[src/sadc_pkg.sv]
//////////////////////////////////////////////////////////////////////////////
//////////////////////////////////////////////////////////////////////////////
package sadc_pkg;

  // register map, word offsets on the plain register port
  localparam int SADC_AW = 3;
  localparam int SADC_DW = 16;
  localparam logic [2:0] SADC_OFS_CTL2 = 3'h0;
  localparam logic [2:0] SADC_OFS_CTL3 = 3'h1;
  localparam logic [2:0] SADC_OFS_INSEL = 3'h2;
  localparam logic [2:0] SADC_OFS_PINCFG = 3'h3;
  localparam logic [2:0] SADC_OFS_SCAN = 3'h4;

  // control two fields
  localparam int SADC_REF_LSB = 13;
  localparam int SADC_SCAN_EN_BIT = 10;
  localparam int SADC_FILL_BIT = 7;
  localparam int SADC_RATE_LSB = 2;
  localparam int SADC_SPLIT_BIT = 1;
  localparam int SADC_ALT_BIT = 0;

  // control three fields
  localparam int SADC_CLKSRC_BIT = 15;
  localparam int SADC_SAMT_LSB = 8;
  localparam int SADC_DIV_LSB = 0;

  // input select fields
  localparam int SADC_NEGB_BIT = 15;
  localparam int SADC_POSB_LSB = 8;
  localparam int SADC_NEGA_BIT = 7;
  localparam int SADC_POSA_LSB = 0;

  // writable bits per register, the rest read as zero except the control two fill flag
  localparam logic [15:0] SADC_CTL2_WMASK = 16'he43f;
  localparam logic [15:0] SADC_CTL3_WMASK = 16'h9fff;
  localparam logic [15:0] SADC_INSEL_WMASK = 16'h9f9f;
  localparam logic [15:0] SADC_FULL_WMASK = 16'hffff;
  localparam logic [15:0] SADC_REG_RESET = 16'h0000;

  // trigger codes and divider ceiling
  localparam logic [2:0] SADC_TRIG_SW = 3'h0;
  localparam logic [2:0] SADC_TRIG_AUTO = 3'h7;
  localparam logic [7:0] SADC_DIV_MAX = 8'h3f;

  // analog pins and internal channels
  localparam int SADC_NPINS = 13;
  localparam int SADC_NCHAN = 16;

  typedef enum logic [1:0] {SADC_ST_IDLE, SADC_ST_SAMPLE, SADC_ST_CONV} sadc_state_t;

endpackage

[src/sadc_clkdiv.sv]
`timescale 1ns/1ps
module sadc_clkdiv
  import sadc_pkg::*;
#(
  parameter int DIV_W = 8
) (
  input wire logic clk,
  input wire logic rst_n,
  input wire logic src_rc,
  input wire logic [DIV_W-1:0] div,
  input wire logic rc_clock,
  output logic tick
);

  if (DIV_W != 8) begin : g_chk
    $error("sadc_clkdiv supports only an 8-bit divider");
  end

  logic [DIV_W-1:0] cnt_q, cnt_d;
  logic s1_q, s2_q, s3_q, lvl_q, lvl_d;
  logic tick_d;
  logic [DIV_W-1:0] lim;

  //////////////////////////////////////////////////////////////////////////////
  // rc pin synchroniser, edge counts once stages two and three agree
  always_comb begin
    lvl_d = (s2_q == s3_q) ? s3_q : lvl_q;
    lim = (div > SADC_DIV_MAX) ? SADC_DIV_MAX : div; // reserved codes clamp
    cnt_d = cnt_q;
    tick_d = 1'b0;
    if (src_rc) begin
      cnt_d = '0;
      tick_d = lvl_d & ~lvl_q;
    end else if (cnt_q >= lim) begin
      cnt_d = '0;
      tick_d = 1'b1;
    end else begin
      cnt_d = cnt_q + 1'b1;
    end
  end

  always_ff @(posedge clk or negedge rst_n) begin
    if (!rst_n) begin
      cnt_q <= '0;
      s1_q <= 1'b0;
      s2_q <= 1'b0;
      s3_q <= 1'b0;
      lvl_q <= 1'b0;
      tick <= 1'b0;
    end else begin
      cnt_q <= cnt_d;
      s1_q <= rc_clock;
      s2_q <= s1_q;
      s3_q <= s2_q;
      lvl_q <= lvl_d;
      tick <= tick_d;
    end
  end

endmodule

[src/sadc_scan.sv]
`timescale 1ns/1ps
module sadc_scan
  import sadc_pkg::*;
#(
  parameter int NCH = 16
) (
  input wire logic clk,
  input wire logic rst_n,
  input wire logic [NCH-1:0] mask,
  input wire logic advance,
  output logic [$clog2(NCH)-1:0] chan
);

  if (NCH != SADC_NCHAN) begin : g_chk
    $error("sadc_scan channel count must match the scan register");
  end

  localparam int CW = $clog2(NCH);
  logic [CW-1:0] chan_d;
  logic found;

  //////////////////////////////////////////////////////////////////////////////
  // next enabled channel above the current one, else lowest enabled
  always_comb begin
    chan_d = chan;
    found = 1'b0;
    if (advance) begin
      for (int i = NCH - 1; i >= 0; i--) begin
        if (mask[i] && (i > int'(chan))) begin
          chan_d = CW'(i);
          found = 1'b1;
        end
      end
      if (!found) begin
        for (int i = NCH - 1; i >= 0; i--) begin
          if (mask[i]) begin
            chan_d = CW'(i);
          end
        end
      end
    end
  end

  always_ff @(posedge clk or negedge rst_n) begin
    if (!rst_n) begin
      chan <= '0;
    end else begin
      chan <= chan_d;
    end
  end

endmodule

[src/sadc_ctrl.sv]
// Design decisions made here: the address map and strobed register access.
`timescale 1ns/1ps
module sadc_ctrl
  import sadc_pkg::*;
(
  input wire logic clk,
  input wire logic nrst,
  input wire logic [SADC_AW-1:0] reg_addr,
  input wire logic [SADC_DW-1:0] reg_wdata,
  input wire logic reg_wr,
  input wire logic reg_rd,
  output logic [SADC_DW-1:0] reg_rdata,
  input wire logic adc_on,
  input wire logic [2:0] trigger_source,
  input wire logic sample_bit,
  input wire logic ext_trigger,
  input wire logic rc_clock,
  input wire logic conv_done,
  output logic sampling,
  output logic start_conv,
  output logic result_write,
  output logic [3:0] result_addr,
  output logic conv_irq,
  output logic conv_tick,
  output logic conv_clock_rc,
  output logic ref_pos_ext,
  output logic ref_neg_ext,
  output logic [4:0] pos_channel,
  output logic neg_is_an1,
  output logic mux_second_active,
  output logic [SADC_NPINS-1:0] pin_digital,
  output logic [2:0] int_ref_enable
);

  //////////////////////////////////////////////////////////////////////////////
  // reset release through two flops
  logic rst_s1_q, rst_n;

  always_ff @(posedge clk or negedge nrst) begin
    if (!nrst) begin
      rst_s1_q <= 1'b0;
      rst_n <= 1'b0;
    end else begin
      rst_s1_q <= 1'b1;
      rst_n <= rst_s1_q;
    end
  end

  //////////////////////////////////////////////////////////////////////////////
  // register file
  logic [15:0] ctl2_q, ctl2_d, ctl3_q, ctl3_d, insel_q, insel_d;
  logic [15:0] pincfg_q, pincfg_d, scan_q, scan_d, rdata_d, ctl2_rd;
  logic half_q, half_d;

  // field views
  logic [2:0] ref_cfg;
  logic scan_enable, buffer_split_mode, alternate_sample_mode, conv_clock_source;
  logic [3:0] interrupt_rate;
  logic [4:0] auto_sample_time, pos_select_first, pos_select_second;
  logic [7:0] conv_clock_divider;
  logic neg_select_first, neg_select_second;

  assign ref_cfg = ctl2_q[SADC_REF_LSB +: 3];
  assign scan_enable = ctl2_q[SADC_SCAN_EN_BIT];
  assign interrupt_rate = ctl2_q[SADC_RATE_LSB +: 4];
  assign buffer_split_mode = ctl2_q[SADC_SPLIT_BIT];
  assign alternate_sample_mode = ctl2_q[SADC_ALT_BIT];
  assign conv_clock_source = ctl3_q[SADC_CLKSRC_BIT];
  assign auto_sample_time = ctl3_q[SADC_SAMT_LSB +: 5];
  assign conv_clock_divider = ctl3_q[SADC_DIV_LSB +: 8];
  assign neg_select_second = insel_q[SADC_NEGB_BIT];
  assign pos_select_second = insel_q[SADC_POSB_LSB +: 5];
  assign neg_select_first = insel_q[SADC_NEGA_BIT];
  assign pos_select_first = insel_q[SADC_POSA_LSB +: 5];

  // writes through masks, reads one cycle later
  always_comb begin
    ctl2_d = ctl2_q;
    ctl3_d = ctl3_q;
    insel_d = insel_q;
    pincfg_d = pincfg_q;
    scan_d = scan_q;
    ctl2_rd = ctl2_q;
    ctl2_rd[SADC_FILL_BIT] = half_q;
    rdata_d = '0;
    if (reg_wr) begin
      if (reg_addr == SADC_OFS_CTL2) begin
        ctl2_d = reg_wdata & SADC_CTL2_WMASK; // fill flag not writable
      end else if (reg_addr == SADC_OFS_CTL3) begin
        ctl3_d = reg_wdata & SADC_CTL3_WMASK;
      end else if (reg_addr == SADC_OFS_INSEL) begin
        insel_d = reg_wdata & SADC_INSEL_WMASK;
      end else if (reg_addr == SADC_OFS_PINCFG) begin
        pincfg_d = reg_wdata & SADC_FULL_WMASK;
      end else if (reg_addr == SADC_OFS_SCAN) begin
        scan_d = reg_wdata & SADC_FULL_WMASK;
      end
    end
    if (reg_rd) begin
      if (reg_addr == SADC_OFS_CTL2) begin
        rdata_d = ctl2_rd;
      end else if (reg_addr == SADC_OFS_CTL3) begin
        rdata_d = ctl3_q;
      end else if (reg_addr == SADC_OFS_INSEL) begin
        rdata_d = insel_q;
      end else if (reg_addr == SADC_OFS_PINCFG) begin
        rdata_d = pincfg_q;
      end else if (reg_addr == SADC_OFS_SCAN) begin
        rdata_d = scan_q;
      end
    end
  end

  always_ff @(posedge clk or negedge rst_n) begin
    if (!rst_n) begin
      ctl2_q <= SADC_REG_RESET;
      ctl3_q <= SADC_REG_RESET;
      insel_q <= SADC_REG_RESET;
      pincfg_q <= SADC_REG_RESET;
      scan_q <= SADC_REG_RESET;
      reg_rdata <= '0;
    end else begin
      ctl2_q <= ctl2_d;
      ctl3_q <= ctl3_d;
      insel_q <= insel_d;
      pincfg_q <= pincfg_d;
      scan_q <= scan_d;
      reg_rdata <= rdata_d;
    end
  end

  //////////////////////////////////////////////////////////////////////////////
  // conversion clock and scan position
  logic scan_adv;
  logic [3:0] scan_chan;

  sadc_clkdiv #(
    .DIV_W(8)
  ) u_clkdiv (
    .clk(clk),
    .rst_n(rst_n),
    .src_rc(conv_clock_source),
    .div(conv_clock_divider),
    .rc_clock(rc_clock),
    .tick(conv_tick)
  );

  sadc_scan #(
    .NCH(SADC_NCHAN)
  ) u_scan (
    .clk(clk),
    .rst_n(rst_n),
    .mask(scan_q),
    .advance(scan_adv),
    .chan(scan_chan)
  );

  //////////////////////////////////////////////////////////////////////////////
  // external trigger pin filter, three stages
  logic tr1_q, tr2_q, tr3_q, trl_q, trl_d, trig_edge;

  always_comb begin
    trl_d = (tr2_q == tr3_q) ? tr3_q : trl_q;
    trig_edge = trl_d & ~trl_q;
  end

  always_ff @(posedge clk or negedge rst_n) begin
    if (!rst_n) begin
      tr1_q <= 1'b0;
      tr2_q <= 1'b0;
      tr3_q <= 1'b0;
      trl_q <= 1'b0;
    end else begin
      tr1_q <= ext_trigger;
      tr2_q <= tr1_q;
      tr3_q <= tr2_q;
      trl_q <= trl_d;
    end
  end

  //////////////////////////////////////////////////////////////////////////////
  // sample/convert sequencer
  sadc_state_t state_q, state_d;
  logic [4:0] sample_bit_cnt_q, sample_bit_cnt_d;
  logic [3:0] seq_cnt_q, seq_cnt_d, widx_q, widx_d, waddr_d;
  logic alt_q, alt_d, end_sample_bit, start_d, wr_d, irq_d;

  always_comb begin
    state_d = state_q;
    sample_bit_cnt_d = sample_bit_cnt_q;
    seq_cnt_d = seq_cnt_q;
    widx_d = widx_q;
    half_d = buffer_split_mode ? half_q : 1'b0;
    alt_d = alternate_sample_mode ? alt_q : 1'b0;
    start_d = 1'b0;
    wr_d = 1'b0;
    irq_d = 1'b0;
    scan_adv = 1'b0;
    end_sample_bit = 1'b0;
    // split: half selects upper address bit, else linear index
    waddr_d = buffer_split_mode ? {half_q, widx_q[2:0]} : widx_q;
    if (trigger_source == SADC_TRIG_SW) begin
      end_sample_bit = ~sample_bit;
    end else if (trigger_source == SADC_TRIG_AUTO) begin
      end_sample_bit = (sample_bit_cnt_q >= auto_sample_time);
    end else begin
      end_sample_bit = trig_edge;
    end
    if (!adc_on) begin
      state_d = SADC_ST_IDLE;
      seq_cnt_d = '0;
      widx_d = '0;
      half_d = 1'b0;
      alt_d = 1'b0;
    end else begin
      case (state_q)
        SADC_ST_IDLE: begin
          sample_bit_cnt_d = '0;
          if (sample_bit) begin
            state_d = SADC_ST_SAMPLE;
          end
        end
        SADC_ST_SAMPLE: begin
          if (end_sample_bit) begin
            state_d = SADC_ST_CONV;
            start_d = 1'b1;
          end else if (conv_tick && sample_bit_cnt_q != 5'h1f) begin
            sample_bit_cnt_d = sample_bit_cnt_q + 5'h01;
          end
        end
        default: begin
          if (conv_done) begin
            state_d = SADC_ST_IDLE;
            wr_d = 1'b1;
            alt_d = alternate_sample_mode & ~alt_q;
            scan_adv = scan_enable & ~alt_q;
            if (seq_cnt_q == interrupt_rate) begin
              irq_d = 1'b1;
              seq_cnt_d = '0;
              widx_d = '0;
              alt_d = 1'b0;
              half_d = buffer_split_mode & ~half_q;
            end else begin
              seq_cnt_d = seq_cnt_q + 4'h1;
              widx_d = widx_q + 4'h1;
            end
          end
        end
      endcase
    end
  end

  always_ff @(posedge clk or negedge rst_n) begin
    if (!rst_n) begin
      state_q <= SADC_ST_IDLE;
      sample_bit_cnt_q <= '0;
      seq_cnt_q <= '0;
      widx_q <= '0;
      half_q <= 1'b0;
      alt_q <= 1'b0;
      start_conv <= 1'b0;
      result_write <= 1'b0;
      result_addr <= '0;
      conv_irq <= 1'b0;
    end else begin
      state_q <= state_d;
      sample_bit_cnt_q <= sample_bit_cnt_d;
      seq_cnt_q <= seq_cnt_d;
      widx_q <= widx_d;
      half_q <= half_d;
      alt_q <= alt_d;
      start_conv <= start_d;
      result_write <= wr_d;
      result_addr <= wr_d ? waddr_d : result_addr;
      conv_irq <= irq_d;
    end
  end

  //////////////////////////////////////////////////////////////////////////////
  // analog front-end steering, registered
  logic ref_pos_d, ref_neg_d, neg_d, smp_d;
  logic [4:0] pos_d;

  always_comb begin
    ref_pos_d = ~ref_cfg[2] & ref_cfg[0];
    ref_neg_d = ~ref_cfg[2] & ref_cfg[1];
    // same code table for both settings: 0-12 pins, 13-15 internal, 31 timing
    if (alt_q) begin
      pos_d = pos_select_second;
      neg_d = neg_select_second;
    end else begin
      pos_d = scan_enable ? {1'b0, scan_chan} : pos_select_first;
      neg_d = neg_select_first;
    end
    smp_d = (state_q == SADC_ST_SAMPLE);
  end

  always_ff @(posedge clk or negedge rst_n) begin
    if (!rst_n) begin
      ref_pos_ext <= 1'b0;
      ref_neg_ext <= 1'b0;
      pos_channel <= '0;
      neg_is_an1 <= 1'b0;
      mux_second_active <= 1'b0;
      sampling <= 1'b0;
      conv_clock_rc <= 1'b0;
      pin_digital <= '0;
      int_ref_enable <= '0;
    end else begin
      ref_pos_ext <= ref_pos_d;
      ref_neg_ext <= ref_neg_d;
      pos_channel <= pos_d;
      neg_is_an1 <= neg_d;
      mux_second_active <= alt_q;
      sampling <= smp_d;
      conv_clock_rc <= conv_clock_source;
      pin_digital <= pincfg_q[SADC_NPINS-1:0];
      int_ref_enable <= ~pincfg_q[15:13];
    end
  end

endmodule

[config.mk]
export PLATFORM = sky130hd
export DESIGN_NAME = sadc_ctrl
export DESIGN_NICKNAME = d
export VERILOG_FILES = /design/src/sadc_pkg.sv /design/src/sadc_clkdiv.sv /design/src/sadc_scan.sv /design/src/sadc_ctrl.sv
export SDC_FILE = /design/constraint.sdc
export NUM_CORES = 1
export LEC_CHECK = 0
export ABC_AREA = 1
export ABC_CLOCK_PERIOD_IN_PS = 6700
export BUFFER_PORTS_ARGS = -buffer_cell sky130_fd_sc_hd__buf_4
export CAP_MARGIN = 0
export CORE_UTILIZATION = 40
export DETAILED_ROUTE_END_ITERATION = 8
export HOLD_SLACK_MARGIN = 0.02
export PLACE_DENSITY = 0.62
export SYNTH_ARGS = -nofsm -noshare
export SYNTH_HDL_FRONTEND = slang
export SYNTH_SLANG_ARGS = --single-unit
[constraint.sdc]
create_clock -name clk -period 6.7 [get_ports clk]
set_input_delay 0.335 -clock clk [delete_from_list [all_inputs] [get_ports clk]]
set_output_delay 0.335 -clock clk [all_outputs]
set_load 0.02 [all_outputs]
==> results_dict.tcl, run 1 <==
set metrics [dict create \
    drt-initial-drc-count 477 \
    arrival_ns 3.26 \
    finalHoldViolCount 0 \
    seqCellArea_um2 3960 \
    final_util_pct 49.3 \
    peakVddDrop_uv 201 \
    path_max_fanout 7 \
    swShare_pct 32.1 \
    globalRouteOverflowTotal 0 \
    synth_cells 783 \
    clockPowerShare_pct 33.4 \
    multi_input_area_um2 2590 \
    fmax_mhz 342 \
    p_per_area_nw_per_um2 340 \
    vias 5598 \
    htreeDepth 4 \
    grt_util_met3_pct 3.78 \
    slew_viol_final 0 \
    dpl.hpwl_mm 12.9 \
    syn_to_final_growth_pct 20.9 \
    timing.max_cap.violations 0 \
    crit_start "ctl3_q[7]" \
    synth_cell_types 45 \
    fin_nets 920 \
    fillers 1680 \
    drt_pass1_iterations 5 \
    cts_tree "yes" \
    yosys_warnings 0 \
    clkLatencyLatePin_ns 0.43 \
    grt_setup_unrepaired "false" \
    die_w_um 134 \
    hold_slack_ns 0.185 \
    fin_setup_tns_ns 0 \
    tightest_slew_ns 0.932 \
    r2r-start "ctl3_q[7]" \
    drt-vias-per-instance 5.06 \
    start_util_pct 40.8 \
    num_rows 48 \
    drive_gt1_share_pct 14.4 \
    grt_max_degree 64 \
    use_met2_pct 33.2 \
    antenna_found_initial 0 \
    globalplace.congestion 0.893 \
    ff2ff_setup_slack_ns 3.78 \
    power.internal_w 0.00195 \
    fin_worst_skew_ns 0.00686 \
    async_reset_ff_share_pct 100 \
    pwr-share-comb_pct 22.4 \
    fin_crit_sh_pct 43.6 \
    clock_sinks 158 \
    drc 0 \
    grt_usage_pct 20.9 \
    wl_per_cell_um 15.9 \
    io_pins 82 \
    die_area_um2 18000 \
    finalNonFillerCells 1107 \
    clock_path_buffers 2 \
    die-height_um 134 \
    n_antenna_cell 0 \
    synth_area_um2 7000 \
    portBuffers 81 \
    endpoint "u_clkdiv.cnt_q[5]" \
    fp.coreArea_um2 17200 \
    grt_pass1_vias 5303 \
    cts_root_buf "clkbuf_16" \
    end_kind "flip-flop" \
    start_kind "flip-flop" \
    cellLeakagePower_nw 4.28 \
    synthFlopType "dfrtp_1" \
    dp.cells 1074 \
    pwr-share-seq_pct 44.3 \
    synth_seq_cells 158 \
    top_usage_layer "met2" \
    ys_seq_area_share_pct 56.5 \
    status "finished clean" \
    use_met1_pct 28.6 \
    setup_viol 0 \
    postCtsSetupBuffers 0 \
    clk_pin_slew_ns 0.06 \
    hp-class "input pin to flip-flop" \
    critPathRequiredTime_ns 7.04 \
    syn_area_per_cell_um2 8.94 \
    wl_mm 17.6 \
    grt_pass1_wl_mm 28.4 \
    p_sw_w 0.000923 \
    synth_edf_count 0 \
    drtAntennaViolNets 0 \
    reg2reg_depth 19 \
    r2r-end "u_clkdiv.cnt_q[5]" \
    fin_crit_ns 2.92 \
    critPathKind "flip-flop to flip-flop" \
    relSlewSlack_pct 37.7 \
    cts_buffers 17 \
]
[cells in the mapped netlist, types with 2 or more instances]
cell | n | area (um2)
inv_1 | 96 | 360
a21oi_1 | 35 | 175
o311ai_0 | 2 | 17.5
nand3_1 | 18 | 90.1
ha_1 | 18 | 225
a21boi_0 | 2 | 15.0
o211ai_1 | 4 | 30.0
inv_2 | 3 | 11.3
clkbuf_1 | 18 | 67.6
nand2_1 | 175 | 657
a211oi_1 | 14 | 105
clkinv_1 | 2 | 7.51
dfrtp_1 | 158 | 3950
or2_2 | 3 | 18.8
nor3b_1 | 2 | 15.0
o21ai_0 | 109 | 546
nor2_1 | 62 | 233
o21a_1 | 6 | 45.0
xnor2_1 | 3 | 26.3
o221ai_1 | 3 | 26.3
nand3b_1 | 2 | 15.0
nor3_1 | 7 | 35.0
o22ai_1 | 9 | 56.3
a221oi_1 | 2 | 17.5
xor2_1 | 10 | 87.6
[worst max-delay path, stage by stage (launching register included)]
cell      delay [ns]
dfrtp_1         0.39
nor2_1          0.11
inv_1           0.10
or2_2           0.29
ha_1            0.28
inv_1           0.05
a21boi_0        0.07
o21a_1          0.17
o21a_1          0.16
o21a_1          0.16
o21a_1          0.15
o21ai_0         0.13
nand2_1         0.07
nand2_1         0.06
inv_1           0.04
nor2_1          0.11
inv_1           0.06
nor2_1          0.12
inv_1           0.14
nor3b_1         0.20
[logic make-up (layout without fill, tap and decap cells)]
group / Yosys count / after routing / synth area share (%)
AOI/OAI and AO/OA: 198 / 198 / 16.2
xor gates and xnor gates: 13 / 13 / 1.63
adders and majority gates: 19 / 19 / 3.36
and+or+nand+nor: 273 / 273 / 15.6
other: 1 / 3 / 0.0536
DFF: 158 / 158 / 56.5
buffers and inverters: 121 / 218 / 6.65
[worst min path at each step]
stage,startpoint,to,slack [ns],depth (start not counted)
floorplan,nrst,rst_n,0.04,0
global placement,nrst,rst_s1_q,0.12,1
detailed placement,nrst,rst_s1_q,0.12,1
CTS,adc_on,alt_q,0.17,3
global route,adc_on,alt_q,0.19,3
finish,adc_on,alt_q,0.18,3
[power by group through the flow]
stage          Clock [W]  Sequential [W]  Combinational (W)
4_1_cts         0.000975         0.00127           0.000647
2_1_floorplan          0         0.00129           0.000395
3_3_place_gp           0         0.00129           0.000633
6_report        0.000959         0.00127           0.000643
3_5_place_dp           0         0.00129           0.000641
5_1_grt          0.00102         0.00129           0.000740
[sequential cells by signal, summed over array words and instances (netlist names), 5 cells and up]
signal	cells
ctl3_q	14
sample_bit_cnt_q	5
reg_rdata	16
insel_q	12
pin_digital	13
pos_channel	5
u_clkdiv.cnt_q	8
pincfg_q	16
scan_q	16
ctl2_q	10
[through the flow]
step | setup slack [ns] | cell area [um2] | power (W)
2_1_floorplan | 1.97 | 7010 | 0.00169
3_3_place_gp | 3.87 | 7840 | 0.00192
3_5_place_dp | 3.81 | 7840 | 0.00193
4_1_cts | 3.77 | 8460 | 0.00289
5_1_grt | 3.49 | 8460 | 0.00305
6_report | 3.78 | 8460 | 0.00287
[placed cells by master (no fill, tap or decap), types with 4 or more instances in the layout]
cell type	n
a211oi_1	14
a21oi_1	35
buf_4	84
clkbuf_16	17
clkbuf_8	4
dfrtp_1	157
ha_1	18
inv_1	96
nand2_1	175
nand3_1	18
nor2_1	62
nor3_1	6
o211ai_1	4
o21a_1	6
o21ai_0	109
o22ai_1	9
xor2_1	10
[final cells by class]
type | count | share of cell area, %
sequential | 158 | 46.8
multi-input combinational | 506 | 30.6
timing repair buffer | 87 | 7.81
clock buffer | 21 | 5.68
inverter | 101 | 4.48
tap | 225 | 3.33
clock inverter | 9 | 1.30
[what timing repair did]
item	in CTS	in global routing
endpoints found under the setup margin	0	0
hold endpoints to repair	4	0
gates resized for setup	0	0
hold buffers	3	0
[per-layer routing]
metal  up-vias  wire [um]
met5         -          0
met4         0        404
met3        26        875
li1       2748          -
met1      2683       8090
met2       141       8210
(Power assumes the default switching activity.)
==> inputs of run 2 (changes only) <==
--- a/config.mk
+++ b/config.mk
@@ -5,8 +5,8 @@
 export SDC_FILE = /design/constraint.sdc
 export NUM_CORES = 1
 export LEC_CHECK = 0
-export ABC_AREA = 1
-export ABC_CLOCK_PERIOD_IN_PS = 6700
+export ABC_AREA = 0
+export ABC_CLOCK_PERIOD_IN_PS = 2800
 export BUFFER_PORTS_ARGS = -buffer_cell sky130_fd_sc_hd__buf_4
 export CAP_MARGIN = 0
 export CORE_UTILIZATION = 40
==> constraint.sdc (replaced) <==
create_clock -name clk -period 2.8 [get_ports clk]
set_input_delay 0.14 -clock clk [delete_from_list [all_inputs] [get_ports clk]]
set_output_delay 0.14 -clock clk [all_outputs]
set_load 0.02 [all_outputs]
==> run 2 against run 1 <==
Compared with the run above: routed wire length grew 1.6%; sequential power is 140% higher; first-iteration DRC count down 28%; critical endpoint is now sample_bit_cnt_q[0].
==> results_dict.tcl, run 2 <==
set metrics [dict create \
    status "finished clean" \
    syn_area_per_cell_um2 11.2 \
    drt-initial-drc-count 343 \
    setup_viol 0 \
    start_util_pct 41.1 \
    grt_setup_unrepaired "false" \
    arrival_ns 2.86 \
    finalHoldViolCount 0 \
    synth_top_family_by_area "simple AND/OR/NAND/NOR gates" \
    fin_crit_sh_pct 90.9 \
    end_kind "flip-flop" \
    pre_cts_ws_ns 0.289 \
    fp.coreArea_um2 18000 \
    finalNonFillerCells 1000 \
    clk_pin_slew_ns 0.06 \
    yosys_warnings 0 \
    grt_usage_pct 19.8 \
    route.met3.wl_um 912 \
    fin_crit_ns 2.55 \
    drt-vias-per-instance 5.34 \
    synth_top_area_share_pct 53.4 \
    dpl.hpwl_mm 12.8 \
    clkLatencyLatePin_ns 0.43 \
    cts_root_buf "clkbuf_16" \
    slew_viol_final 0 \
    critPathKind "flip-flop to flip-flop" \
    synthFlopType "dfrtp_1" \
    synth_common_cells "dfrtp_1, mux2_2, nand2_1" \
    yosysTopAreaCell "dfrtp_1" \
    n_antenna_cell 0 \
    grt_pass1_wl_mm 29.3 \
    layout_common_cells "dfrtp_1, buf_4, mux2_2" \
    globalplace.congestion 0.882 \
    fin_nets 808 \
    ff2ff_setup_slack_ns 0.25 \
    fillers 1669 \
    cellLeakagePower_nw 4.07 \
    die_w_um 138 \
    htreeDepth 4 \
    start_kind "flip-flop" \
    clock_sinks 158 \
    grt_max_degree 56 \
    critPathRequiredTime_ns 3.11 \
    globalRouteOverflowTotal 0 \
    synthXorXnorAreaFrac_pct 1.42 \
    drc 0 \
    met2_length_mm 8.24 \
    synth-compound-area-share_pct 11.0 \
    synth_cell_types 65 \
    drt_pass1_iterations 5 \
    synth_most_common_cell "dfrtp_1" \
    fin_setup_tns_ns 0 \
    path_max_fanout 5 \
    synth_cells 663 \
    clock_path_buffers 2 \
    io_pins 82 \
    ys_seq_area_share_pct 53.4 \
    muxShareOfSynthArea_pct 13.4 \
    timing.max_cap.violations 0 \
    num_rows 49 \
    p_per_area_nw_per_um2 759 \
    die-height_um 138 \
    peakVddDrop_uv 487 \
    postCtsSetupBuffers 0 \
    highest_layer "met4" \
    synthSimpleGateAreaFrac_pct 13.9 \
    wl_mm 17.9 \
    final_common_cell "dfrtp_1" \
    cts_tree "yes" \
    tightest_slew_ns 0.746 \
    synth_edf_count 0 \
    dp.cells 948 \
    async_reset_ff_share_pct 100 \
    synthTopCellsByArea "dfrtp_1, mux2_2, nand2_1" \
    fin_ws_ns 0.254 \
    met1_length_mm 8.28 \
    grt_pass1_vias 5366 \
    fmax_mhz 393 \
    vias 5342 \
    relSlewSlack_pct 50.3 \
    fin_worst_skew_ns 0.00710 \
    reg_top3 "pincfg_q (16), reg_rdata (16), scan_q (16)" \
    syn_to_final_growth_pct 21.8 \
    wl_per_cell_um 17.9 \
    hp-class "input pin to flip-flop" \
    drtAntennaViolNets 0 \
    synth_area_um2 7400 \
    die_area_um2 19000 \
    drive_gt1_share_pct 26.8 \
    portBuffers 81 \
    antenna_found_initial 0 \
    cts_buffers 17 \
    synth_seq_cells 158 \
    synthAdderAreaFrac_pct 3.31 \
]
run 2: cell count changes in the layout (fill, tap and decap cells not counted), moves of 10 or more:
cell | previous run | this run
o21ai_0 | 109 | 39
dlygate4sd3_1 | 3 | 21
and2_1 | 0 | 10
mux2_2 | 0 | 65
nand2_1 | 175 | 61
a211oi_1 | 14 | 3
inv_1 | 96 | 20
nor2b_1 | 0 | 25
run 2: path summary, 6_finish.rpt:
check / from / endpoint / cells after the start
worst max-delay path: sample_bit_cnt_q[0] / sample_bit_cnt_q[0] / 7
max in group asynchronous: rst_n / pin_digital[1] / 1
worst min-delay path: reg_rd / reg_rdata[4] / 2
worst max register to register: sample_bit_cnt_q[0] / sample_bit_cnt_q[0] / 7
min in group asynchronous: rst_n / tr2_q / 0
worst min register to register: u_clkdiv.s1_q / u_clkdiv.s2_q / 0
run 2: logic make-up (layout without fill, tap and decap cells):
kind of cell	count (synthesis)	after routing
other	1	3
XOR/XNOR	12	12
multiplexers	82	82
AO/OA/AOI/OAI	126	126
AND/OR/NAND/NOR	210	210
flip-flops	158	158
adder cells (fa/ha/maj)	20	20
buffers and inverters	54	160
run 2: area by class of cell:
cell class	instances	area, um2	share of cell area [%]
Tap cell	229	287	3.18
Multi-Input combinational cell	453	3200	35.5
Sequential cell	158	3960	43.9
Timing Repair Buffer	108	888	9.86
Inverter	21	78.8	0.875
Clock buffer	21	460	5.11
Clock inverter	10	138	1.53
run 2: power breakdown:
part           internal (W)  switching [W]  total, W
clock network       0.00144       0.000919   0.00236
logic              0.000695       0.000689   0.00138
registers           0.00266       0.000432   0.00309
total               0.00480        0.00204   0.00684
run 2: critical path, cell delays in order (launching register included):
cell and delay (ns):
dfrtp_1 0.42, ha_1 0.25, and3_1 0.19, ha_1 0.18, or4bb_1 0.49, a221oi_2 0.37
or2_4 0.23, mux2_4 0.29
run 2: layer usage:
layer	up-vias	global-route usage, %
met5	-	0
met4	0	8.33
met3	35	4.16
met2	158	30.7
met1	2646	27.0
li1	2503	-
run 2: metrics by stage:
stage	util [%]	power [W]	instance area (um2)	hold slack (ns)
global route	50.0	0.00719	9010	0.0413
CTS	50.0	0.00689	9010	0.0389
finish	50.0	0.00684	9010	0.0511
global placement	45.5	0.00446	8200	-0.0775
detailed placement	45.5	0.00450	8200	-0.0770
floorplan	-	0.00394	7410	-0.156
run 2: repair_timing:
item                                   4_1_cts  5_1_grt
gates resized for setup                      0        0
endpoints found under the hold margin       76        0
hold buffers                                21        0
